--- src/uvc_pkg.sv ---
`default_nettype none
package uvc_pkg;
    // ========================================
    // link timing
    localparam int REF_CLK_NS     = 50;
    localparam int LINK_PERIOD_NS = 400;
    localparam int LINK_HALF_CYC  = LINK_PERIOD_NS / (2 * REF_CLK_NS);
    localparam int SYNC_STAGES    = 3;

    // ========================================
    // link widths and device register map
    localparam int ADDR_W = 6;
    localparam int DATA_W = 8;
    localparam logic [5:0] OTG_WR_ADDR   = 6'h0a;
    localparam logic [5:0] RISE_WR_ADDR  = 6'h0d;
    localparam logic [1:0] OP_WRITE      = 2'h0;
    localparam logic [1:0] OP_SET        = 2'h1;
    localparam logic [1:0] OP_CLEAR      = 2'h2;
    localparam logic [7:0] OTG_RESET     = 8'h06;
    localparam logic [7:0] RISE_RESET    = 8'h1f;

    // ========================================
    // control register fields
    localparam int EXT_IND_BIT    = 7;
    localparam int EXT_DRIVE_BIT  = 6;
    localparam int INT_DRIVE_BIT  = 5;
    localparam int CHARGE_BIT     = 4;
    localparam int DISCHARGE_BIT  = 3;
    localparam int MINUS_PD_BIT   = 2;
    localparam int PLUS_PD_BIT    = 1;
    localparam int NSRC           = 4;
    // source order in status nibble and enable register
    localparam int SRC_SESSION_END_SOURCE   = 3;
    localparam int SRC_SESS_VALID = 2;
    localparam int SRC_PWR_VALID  = 1;
    localparam int SRC_HOST_DISC  = 0;

    // ========================================
    // link controller apb registers
    localparam logic [7:0] CMD_OFS      = 8'h00;
    localparam logic [7:0] RDATA_OFS    = 8'h04;
    localparam logic [7:0] STATUS_OFS   = 8'h08;
    localparam logic [7:0] IRQ_STAT_OFS = 8'h0c;
    localparam logic [7:0] IRQ_MASK_OFS = 8'h10;
    localparam logic [7:0] RXCMD_OFS    = 8'h14;
    localparam int CMD_ADDR_LSB  = 8;
    localparam int CMD_WRITE_BIT = 16;
    localparam int CMD_GO_BIT    = 31;
    localparam int IRQ_DONE_BIT  = 0;
    localparam int IRQ_RXCMD_BIT = 1;
    localparam logic [1:0] IRQ_MASK_RESET = 2'h0;

    typedef enum logic [1:0] {
        UVC_IDLE    = 2'b00,
        UVC_ARM     = 2'b01,
        UVC_DRIVE   = 2'b11,
        UVC_WAIT_RD = 2'b10
    } uvc_state_t;
endpackage
`default_nettype wire
--- src/uvc_link_if.sv ---
`default_nettype none
interface uvc_link_if;
    logic       link_clk;
    logic       cmd_valid;
    logic       cmd_write;
    logic [5:0] cmd_addr;
    logic [7:0] cmd_wdata;
    logic       rd_valid;
    logic [7:0] rd_data;
    logic       rxcmd_valid;
    logic [7:0] rxcmd_data;

    modport device (
        output link_clk, rd_valid, rd_data, rxcmd_valid, rxcmd_data,
        input  cmd_valid, cmd_write, cmd_addr, cmd_wdata
    );
    modport host (
        input  link_clk, rd_valid, rd_data, rxcmd_valid, rxcmd_data,
        output cmd_valid, cmd_write, cmd_addr, cmd_wdata
    );
endinterface
`default_nettype wire

--- src/uvc_phy_regs.sv ---
// Local design decision: register access over the link command lines.
`default_nettype none
// Summary of operation
// - control register at 0Ah, write/set/clear.
// - bit 7 picks external indicator input.
// - bit 6 pulls power switch low.
// - bit 5 requests internal 5 V drive.
// - bit 4 charges bus, driven straight from the bit.
// - bit 3 discharges; stays set until a write or clear command clears it.
// - bit 2 minus-line pull-down, resets on.
// - bit 1 plus-line pull-down, resets on.
// - reserved bit 0 is stored as written and drives no output.
// - enabled rising source gives interrupt and report.
// - enable bits 3..0 map four sources.
// - rise enables reset to 1Fh.
// - rise enable register at 0Dh, write/set/clear.
// - session end follows its comparator.
module uvc_phy_regs
    import uvc_pkg::*;
#(
    parameter int LINK_HALF = LINK_HALF_CYC
) (
    input  wire logic       ref_clk,
    input  wire logic       rst_n,
    uvc_link_if.device      link,
    input  wire logic       session_end_cmp,
    input  wire logic       session_valid_cmp,
    input  wire logic       power_valid_cmp,
    input  wire logic       host_disconnect_cmp,
    input  wire logic       fault_in,
    output logic            power_switch_out,
    output logic            power_switch_oe,
    output logic            internal_power_drive,
    output logic            bus_power_charge,
    output logic            bus_power_discharge,
    output logic            minus_line_pulldown,
    output logic            plus_line_pulldown,
    output logic [7:0]      event_status_reg,
    output logic            rise_event_irq
);

    // ========================================
    // helpers
    function automatic logic [2:0] reg_op(
        input logic [ADDR_W-1:0] addr,
        input logic [ADDR_W-1:0] base
    );
        logic [ADDR_W-1:0] d;
        d = addr - base;
        if (d == 6'h00) begin
            reg_op = {1'b1, OP_WRITE};
        end else if (d == 6'h01) begin
            reg_op = {1'b1, OP_SET};
        end else if (d == 6'h02) begin
            reg_op = {1'b1, OP_CLEAR};
        end else begin
            reg_op = 3'h0;
        end
    endfunction

    function automatic logic [7:0] apply_op(
        input logic [7:0] cur,
        input logic [7:0] wdata,
        input logic [1:0] op
    );
        case (op)
            OP_WRITE: apply_op = wdata;
            OP_SET:   apply_op = cur | wdata;
            OP_CLEAR: apply_op = cur & ~wdata;
            default:  apply_op = cur;
        endcase
    endfunction

    function automatic logic [4:0] settle(
        input logic [4:0] lvl,
        input logic [4:0] s2,
        input logic [4:0] s3
    );
        logic [4:0] agree;
        agree  = ~(s2 ^ s3);
        settle = (agree & s2) | (~agree & lvl);
    endfunction

    // ========================================
    // link clock divider
    logic [7:0] div_cnt;
    logic       link_clk_q;
    wire        div_wrap  = (div_cnt == 8'(LINK_HALF - 1));
    wire        fall_tick = div_wrap & link_clk_q;

    always_ff @(posedge ref_clk or negedge rst_n) begin
        if (!rst_n) begin
            div_cnt    <= 8'h00;
            link_clk_q <= 1'b0;
        end else begin
            div_cnt    <= div_wrap ? 8'h00 : div_cnt + 8'h01;
            link_clk_q <= div_wrap ? ~link_clk_q : link_clk_q;
        end
    end

    assign link.link_clk = link_clk_q;

    // ========================================
    // synchronisers for link commands and comparators
    logic [15:0] cmd_s1;
    logic [15:0] cmd_s2;
    logic [15:0] cmd_s3;
    logic [4:0]  cmp_s1;
    logic [4:0]  cmp_s2;
    logic [4:0]  cmp_s3;
    logic [4:0]  cmp_lvl;

    wire [15:0] cmd_raw = {link.cmd_valid, link.cmd_write, link.cmd_addr, link.cmd_wdata};
    wire [4:0]  cmp_raw = {fault_in, session_end_cmp, session_valid_cmp,
                           power_valid_cmp, host_disconnect_cmp};

    always_ff @(posedge ref_clk or negedge rst_n) begin
        if (!rst_n) begin
            cmd_s1  <= 16'h0000;
            cmd_s2  <= 16'h0000;
            cmd_s3  <= 16'h0000;
            cmp_s1  <= 5'h00;
            cmp_s2  <= 5'h00;
            cmp_s3  <= 5'h00;
            cmp_lvl <= 5'h00;
        end else begin
            cmd_s1  <= cmd_raw;
            cmd_s2  <= cmd_s1;
            cmd_s3  <= cmd_s2;
            cmp_s1  <= cmp_raw;
            cmp_s2  <= cmp_s1;
            cmp_s3  <= cmp_s2;
            cmp_lvl <= settle(cmp_lvl, cmp_s2, cmp_s3);
        end
    end

    // ========================================
    // register access decode
    logic [7:0] otg_power_control;
    logic [7:0] rise_event_enable;

    // valid counts once second and third stages agree
    wire              cmd_valid_q = cmd_s2[15] & cmd_s3[15];
    wire              cmd_write_q = cmd_s3[14];
    wire [ADDR_W-1:0] cmd_addr_q  = cmd_s3[13:8];
    wire [7:0]        cmd_data_q  = cmd_s3[7:0];
    wire              cmd_take    = fall_tick & cmd_valid_q;
    wire [2:0]        otg_dec     = reg_op(cmd_addr_q, OTG_WR_ADDR);
    wire [2:0]        rise_dec    = reg_op(cmd_addr_q, RISE_WR_ADDR);
    wire [7:0]        otg_next    = apply_op(otg_power_control, cmd_data_q, otg_dec[1:0]);
    wire [7:0]        rise_next   = apply_op(rise_event_enable, cmd_data_q, rise_dec[1:0]);
    wire              otg_wr      = cmd_take & cmd_write_q & otg_dec[2];
    wire              rise_wr     = cmd_take & cmd_write_q & rise_dec[2];
    wire [7:0]        read_mux    = otg_dec[2]  ? otg_power_control :
                                    rise_dec[2] ? rise_event_enable : 8'h00;

    always_ff @(posedge ref_clk or negedge rst_n) begin
        if (!rst_n) begin
            otg_power_control <= OTG_RESET;
        end else if (otg_wr) begin
            otg_power_control <= otg_next;
        end
    end

    always_ff @(posedge ref_clk or negedge rst_n) begin
        if (!rst_n) begin
            rise_event_enable <= RISE_RESET;
        end else if (rise_wr) begin
            rise_event_enable <= rise_next;
        end
    end

    // ========================================
    // status sources and rising detection
    logic [NSRC-1:0] src_prev;
    logic [NSRC-1:0] pending;
    logic [NSRC-1:0] src;

    wire pwr_valid_sel = otg_power_control[EXT_IND_BIT] ? cmp_lvl[4] : cmp_lvl[1];

    always_comb begin
        src = '0;
        src[SRC_SESSION_END_SOURCE]   = cmp_lvl[3];
        src[SRC_SESS_VALID] = cmp_lvl[2];
        src[SRC_PWR_VALID]  = pwr_valid_sel;
        src[SRC_HOST_DISC]  = cmp_lvl[0];
    end

    wire [NSRC-1:0] rise_hit = src & ~src_prev & rise_event_enable[NSRC-1:0];
    wire [NSRC-1:0] reported = fall_tick ? pending : '0;
    // new edge wins over the report clear
    wire [NSRC-1:0] next_pending = (pending & ~reported) | rise_hit;

    always_ff @(posedge ref_clk or negedge rst_n) begin
        if (!rst_n) begin
            src_prev       <= '0;
            pending        <= '0;
            rise_event_irq <= 1'b0;
        end else begin
            src_prev       <= src;
            pending        <= next_pending;
            rise_event_irq <= |rise_hit;
        end
    end

    // ========================================
    // link answers, updated on link falling edge
    logic       rd_valid_q;
    logic [7:0] rd_data_q;
    logic       rxcmd_valid_q;
    logic [7:0] rxcmd_data_q;

    always_ff @(posedge ref_clk or negedge rst_n) begin
        if (!rst_n) begin
            rd_valid_q    <= 1'b0;
            rd_data_q     <= 8'h00;
            rxcmd_valid_q <= 1'b0;
            rxcmd_data_q  <= 8'h00;
        end else if (fall_tick) begin
            rd_valid_q    <= cmd_valid_q & ~cmd_write_q;
            rd_data_q     <= read_mux;
            rxcmd_valid_q <= |pending;
            rxcmd_data_q  <= {pending, src};
        end
    end

    assign link.rd_valid    = rd_valid_q;
    assign link.rd_data     = rd_data_q;
    assign link.rxcmd_valid = rxcmd_valid_q;
    assign link.rxcmd_data  = rxcmd_data_q;

    // ========================================
    // power and resistor controls
    // open-drain switch driven low
    assign power_switch_out     = 1'b0;
    assign power_switch_oe      = otg_power_control[EXT_DRIVE_BIT];
    assign internal_power_drive = otg_power_control[INT_DRIVE_BIT];
    assign bus_power_charge     = otg_power_control[CHARGE_BIT];
    assign bus_power_discharge  = otg_power_control[DISCHARGE_BIT];
    assign minus_line_pulldown  = otg_power_control[MINUS_PD_BIT];
    assign plus_line_pulldown   = otg_power_control[PLUS_PD_BIT];
    // flopped copy of the sources
    assign event_status_reg     = {4'h0, src_prev};

endmodule // uvc_phy_regs
`default_nettype wire

--- src/flat_wrapper.sv ---
// flat-port wrapper written by rule: the top's interface ports become plain ports
module uvc_phy_regs_flat import uvc_pkg::*;
#(
    parameter int LINK_HALF = LINK_HALF_CYC
)
  (ref_clk, rst_n, session_end_cmp, session_valid_cmp, power_valid_cmp, host_disconnect_cmp, fault_in, power_switch_out, power_switch_oe, internal_power_drive, bus_power_charge, bus_power_discharge, minus_line_pulldown, plus_line_pulldown, event_status_reg, rise_event_irq, link_link_clk, link_rd_valid, link_rd_data, link_rxcmd_valid, link_rxcmd_data, link_cmd_valid, link_cmd_write, link_cmd_addr, link_cmd_wdata);
  uvc_link_if link_i ();
  input  wire logic ref_clk;
  input  wire logic rst_n;
  input  wire logic session_end_cmp;
  input  wire logic session_valid_cmp;
  input  wire logic power_valid_cmp;
  input  wire logic host_disconnect_cmp;
  input  wire logic fault_in;
  output logic power_switch_out;
  output logic power_switch_oe;
  output logic internal_power_drive;
  output logic bus_power_charge;
  output logic bus_power_discharge;
  output logic minus_line_pulldown;
  output logic plus_line_pulldown;
  output logic [7:0] event_status_reg;
  output logic rise_event_irq;
  output wire logic [$bits(link_i.link_clk)-1:0] link_link_clk;
  output wire logic [$bits(link_i.rd_valid)-1:0] link_rd_valid;
  output wire logic [$bits(link_i.rd_data)-1:0] link_rd_data;
  output wire logic [$bits(link_i.rxcmd_valid)-1:0] link_rxcmd_valid;
  output wire logic [$bits(link_i.rxcmd_data)-1:0] link_rxcmd_data;
  input wire logic [$bits(link_i.cmd_valid)-1:0] link_cmd_valid;
  input wire logic [$bits(link_i.cmd_write)-1:0] link_cmd_write;
  input wire logic [$bits(link_i.cmd_addr)-1:0] link_cmd_addr;
  input wire logic [$bits(link_i.cmd_wdata)-1:0] link_cmd_wdata;
  assign link_link_clk = link_i.link_clk;
  assign link_rd_valid = link_i.rd_valid;
  assign link_rd_data = link_i.rd_data;
  assign link_rxcmd_valid = link_i.rxcmd_valid;
  assign link_rxcmd_data = link_i.rxcmd_data;
  assign link_i.cmd_valid = link_cmd_valid;
  assign link_i.cmd_write = link_cmd_write;
  assign link_i.cmd_addr = link_cmd_addr;
  assign link_i.cmd_wdata = link_cmd_wdata;
  uvc_phy_regs #(.LINK_HALF(LINK_HALF)) u_core (.ref_clk(ref_clk), .rst_n(rst_n), .link(link_i), .session_end_cmp(session_end_cmp), .session_valid_cmp(session_valid_cmp), .power_valid_cmp(power_valid_cmp), .host_disconnect_cmp(host_disconnect_cmp), .fault_in(fault_in), .power_switch_out(power_switch_out), .power_switch_oe(power_switch_oe), .internal_power_drive(internal_power_drive), .bus_power_charge(bus_power_charge), .bus_power_discharge(bus_power_discharge), .minus_line_pulldown(minus_line_pulldown), .plus_line_pulldown(plus_line_pulldown), .event_status_reg(event_status_reg), .rise_event_irq(rise_event_irq));
endmodule
--- config.mk ---
export PLATFORM = sky130hd
export DESIGN_NAME = uvc_phy_regs_flat
export DESIGN_NICKNAME = d
export VERILOG_FILES = /design/src/uvc_pkg.sv /design/src/uvc_link_if.sv /design/src/uvc_phy_regs.sv /design/src/flat_wrapper.sv
export SDC_FILE = /design/constraint.sdc
export NUM_CORES = 1
export LEC_CHECK = 0
export ABC_AREA = 1
export BUFFER_PORTS_ARGS = -buffer_cell sky130_fd_sc_hd__buf_2
export CAP_MARGIN = 5
export CORE_ASPECT_RATIO = 0.6
export CORE_UTILIZATION = 40
export DETAILED_ROUTE_END_ITERATION = 10
export SLEW_MARGIN = 5
export SYNTH_ARGS = -nofsm -noshare
export SYNTH_HDL_FRONTEND = slang
export SYNTH_SLANG_ARGS = --single-unit
--- constraint.sdc ---
create_clock -name ref_clk -period 1.8 [get_ports ref_clk]
set_input_delay 0.36 -clock ref_clk [delete_from_list [all_inputs] [get_ports ref_clk]]
set_output_delay 0.36 -clock ref_clk [all_outputs]
set_load 0.005 [all_outputs]
==> results by group <==
Floorplan
  • Standard-cell rows: 29
  • Die width: roughly 140 um
  • Boundary Pins: a little under 60
  • Core area: roughly 11000 um^2
  • Die height: 84.3 um
  • Starting density of the core: 41.9%
  • DIE AREA: approximately 12000 um^2

Power
  • Clock power share: roughly half
  • P_sw: 1.52 mW
  • Static Leak: ~3 nW
  • Cell area power density: between 1000 and 1500 nW/um^2
  • Sw Ratio: 22.9%
  • Logic pwr share: about 5.5%
  • Worst vdd ir: 672 uV
  • Seq pwr share: 43.9%
  • Pint: between 5 and 6 mW

Placed design
  • Post-detail-place hpwl: roughly 6300 um
  • GPL Wtd Cong: ~0.87
  • Dpl ws: -0.103 ns
  • Placed Area: 5040 um^2
  • Port Buf Inserts: 52

STA
  • Sum of negative setup slack: -0.0334 ns
  • Worst setup margin: -0.0220 ns
  • RSZ-0062 raised after global routing: true
  • WHS: ~0.055 ns
  • Post-layout minimum cycle time: 1.82 ns
  • Max Fclk: roughly 550 MHz
  • Endpoints failing hold: 0
  • Final Cycle Share: 101%
  • Fin. max-slew vios: 0
  • Skew final: ~0.0082 ns
  • Final setup fails: 2

Global route
  • Initial antenna violation count: 0
  • GRT Residual Overflow: 0
  • All-Layer GR Usage: 17.7%
  • Global-route wire length before repair: approximately 16000 um
  • Largest net degree at the start of global routing: 41
  • Vias in the first global route: ~3000

Clocking
  • Clock-pin slew on the worst setup and hold paths: 0.06 ns
  • Max clock buf depth: 2
  • CTS Sinks: 120
  • CTS tree: done
  • Clock latency on the worst-skew pair: about 0.4 ns
  • CTS HTree Levels: 4
  • Clk root buf: clkbuf_16
  • TritonCTS Buffers: 17

Synthesis
  • Post-Synth XOR/XNOR Area: less than 1%
  • Most frequent cell after synthesis: nand2_1
  • Yosys warning count: 0
  • Post-Synth Simple-Gate Area: about a quarter
  • Post-synth EDFFs: 0
  • Largest cells by area after synthesis: dfrtp_1 (63%), nand2_1 (12%), dfstp_2 (4.1%), inv_1 (3.1%), nor2_1 (3.1%)
  • Synth area leader: dfrtp_1
  • Commonest cells in the netlist: nand2_1 (144), dfrtp_1 (113), inv_1 (37), nor2_1 (37), nand3_1 (22)
  • Yosys top cell area share: ~63%
  • Post-synth top flop: dfrtp_1
  • Flops & latches, synth: 120
  • Fraction of registers with async set/reset: 100%
  • Synthesized cell area: 4510 um^2
  • Post-Syn Area per Cell: 10.4 um^2
  • Post-synthesis mux area share: 0.250%
  • Largest family of logic cells by synthesized area: simple AND/OR/NAND/NOR gates
  • Sequential area share after synthesis: ~67%
  • Adder-cell area share of the yosys netlist: about 2.2%
  • Synth unique cells: 31
  • Syn Inst Count: around 440
  • Synth Area in Compound Gates: 1.44%

Critical path
  • CP Buf/Inv Count: 4
  • Slowest CP cell: dfrtp_2
  • Crit Path Class: reg -> reg
  • Startpoint Class: flip-flop
  • Critical Path AT: roughly 2.1 ns
  • Crit path max-delay family: simple AND/OR/NAND/NOR gates
  • Cell Chain, Critical Path: inv_4 -> ha_4 -> inv_2 -> nand2_4 -> nand2_2 -> nand2_2 -> nand2_2 -> inv_2 -> nand3_4 -> buf_6 -> nand2_2 -> nor2_1 -> nor2_1 -> nor2_1
  • Most numerous cell on the critical path: nand2_2
  • Slowest stage delay, CP: 0.44 ns
  • Crit. End Element: flip-flop
  • Worst EP required: 2.09 ns
  • Peak fanout along the critical path: 8

Finish
  • Fraction of layout cells with a size suffix above 1: a little under a third
  • Multi-input combinational cell area: about 1500 um^2
  • Fillers: approximately 900
  • Area growth from synthesis to layout: 31.5%
  • N_diodes: 0
  • Final nets: approximately 550
  • Design area: ~5900 um^2
  • Register area: 3010 um^2

Run status
  • Outcome: finished with violations
  • Violated checks: DRC, setup timing

Detailed routing
  • Final wirelength: around 9400 um
  • Via density: around 4.6
  • DR WL/cell: 13.9 um
  • Via count: around 3100
  • Antenna Nets Post-Route: 0
  • DRC Markers: 6
  • Pre-Repair DR Iteration Count: 7
  • Initial DRC count: about 230

Job
  • Max cap viols: 0

Min path
  • Hold Path Class: in -> reg
[final cells by class]
type	instances	area share, %
inverters	41	2.74
clock buffers	19	7.64
well taps	139	2.93
flip-flops and latches	120	50.8
multi-input cells	269	24.7
clock inverters	13	2.45
repair buffers	77	8.80
[logic make-up (layout without fill, tap and decap cells)]
family	after synthesis	count (layout)
AND/OR/NAND/NOR	236	238
flip-flops	120	120
other	1	5
multiplexers	1	1
AO/OA/AOI/OAI	13	13
buffers and inverters	52	150
XOR/XNOR	3	3
adder cells (fa/ha/maj)	9	9
[cell usage in the layout (no fill, tap or decap), drive strengths merged, types with 2 or more instances in the layout]
master / instances
bufinv: 2
inv: 42
buf: 76
nor3: 4
nand4: 11
clkbuf: 19
nand2: 148
dfstp: 7
nand3b: 4
nand3: 25
xor2: 3
dfrtp: 113
maj3: 5
clkinvlp: 4
ha: 4
conb: 5
nor2: 45
clkinv: 6
a21oi: 2
o21ai: 11
[metrics by stage]
| step | utilization [%] | power [mW] | std cells |
|---|---|---|---|
| 2_1_floorplan | - | 3.06 | 439 |
| 4_1_cts | 53.9 | 6.66 | 675 |
| 6_report | 55.0 | 6.61 | 678 |
| 3_5_place_dp | 46.8 | 3.24 | 633 |
| 5_1_grt | 55.0 | 6.88 | 678 |
| 3_3_place_gp | 46.8 | 3.23 | 633 |
[layer usage]
metal / track usage, % / routed length (um) / vias up
met2: 24.5 / 3990 / 82
li1: - / - / 1543
met1: 25.7 / 4710 / 1478
met3: 5.88 / 630 / 11
met4: 6.77 / 87 / 0
met5: 0 / 0 / -
[flip-flops by register name (all words and copies together) (netlist names), named ones only]
| name | flops |
|---|---|
| u_core.cmd_s1 | 16 |
| u_core.cmd_s2 | 16 |
| u_core.cmd_s3 | 16 |
| u_core.cmp_s1 | 5 |
| u_core.cmp_s2 | 5 |
| u_core.cmp_s3 | 5 |
| u_core.div_cnt | 8 |
| u_core.link.link_clk | 1 |
| u_core.link.rd_data | 8 |
| u_core.link.rd_valid | 1 |
| u_core.link.rxcmd_data | 8 |
| u_core.link.rxcmd_valid | 1 |
| u_core.otg_power_control | 8 |
| u_core.pending | 4 |
| u_core.rise_event_enable | 8 |
| u_core.rise_event_irq | 1 |
| u_core.src_prev | 4 |
[worst paths after layout]
path | from | endpoint | slack, ns | cells past startpoint
setup / recovery | u_core.cmd_s3[9]$_DFF_PN0_ | u_core.link.rd_data[2]$_DFFE_PN0P_ | -0.02 | 14
hold / removal | link_cmd_addr[4] | u_core.cmd_s1[12]$_DFF_PN0_ | 0.06 | 1
setup reg to reg | u_core.cmd_s3[9]$_DFF_PN0_ | u_core.link.rd_data[2]$_DFFE_PN0P_ | -0.02 | 14
hold reg to reg | u_core.cmd_s2[12]$_DFF_PN0_ | u_core.cmd_s3[12]$_DFF_PN0_ | 0.35 | 0
max in group asynchronous | rst_n | u_core.link.rd_data[5]$_DFFE_PN0P_ | 0.75 | 3
min in group asynchronous | rst_n | u_core.cmd_s3[8]$_DFF_PN0_ | 0.43 | 2
[worst reg2reg max path, stage by stage, from the launching register on]
cell	delay (ns)
dfrtp_2	0.44
inv_4	0.09
ha_4	0.14
inv_2	0.04
nand2_4	0.06
nand2_2	0.06
nand2_2	0.08
nand2_2	0.06
inv_2	0.09
nand3_4	0.19
buf_6	0.20
nand2_2	0.04
nor2_1	0.04
nor2_1	0.12
nor2_1	0.06
[power groups by stage]
stage,logic [mW],registers [mW],clock network [mW]
finish,0.363,2.90,3.35
global placement,0.293,2.94,0
floorplan,0.133,2.93,0
global route,0.404,2.92,3.56
detailed placement,0.297,2.95,0
CTS,0.340,2.90,3.42
[repair_timing]
action                                  in CTS  in global routing
buffers inserted                             7                  3
hold buffers                                 1                  0
resized for setup                           22                 34
endpoints found under the hold margin       24                  0
gates cloned                                 2                  0
endpoints found under the setup margin      23                 26
pin swaps                                   14                 27
Power figures use the tool's default switching activity.
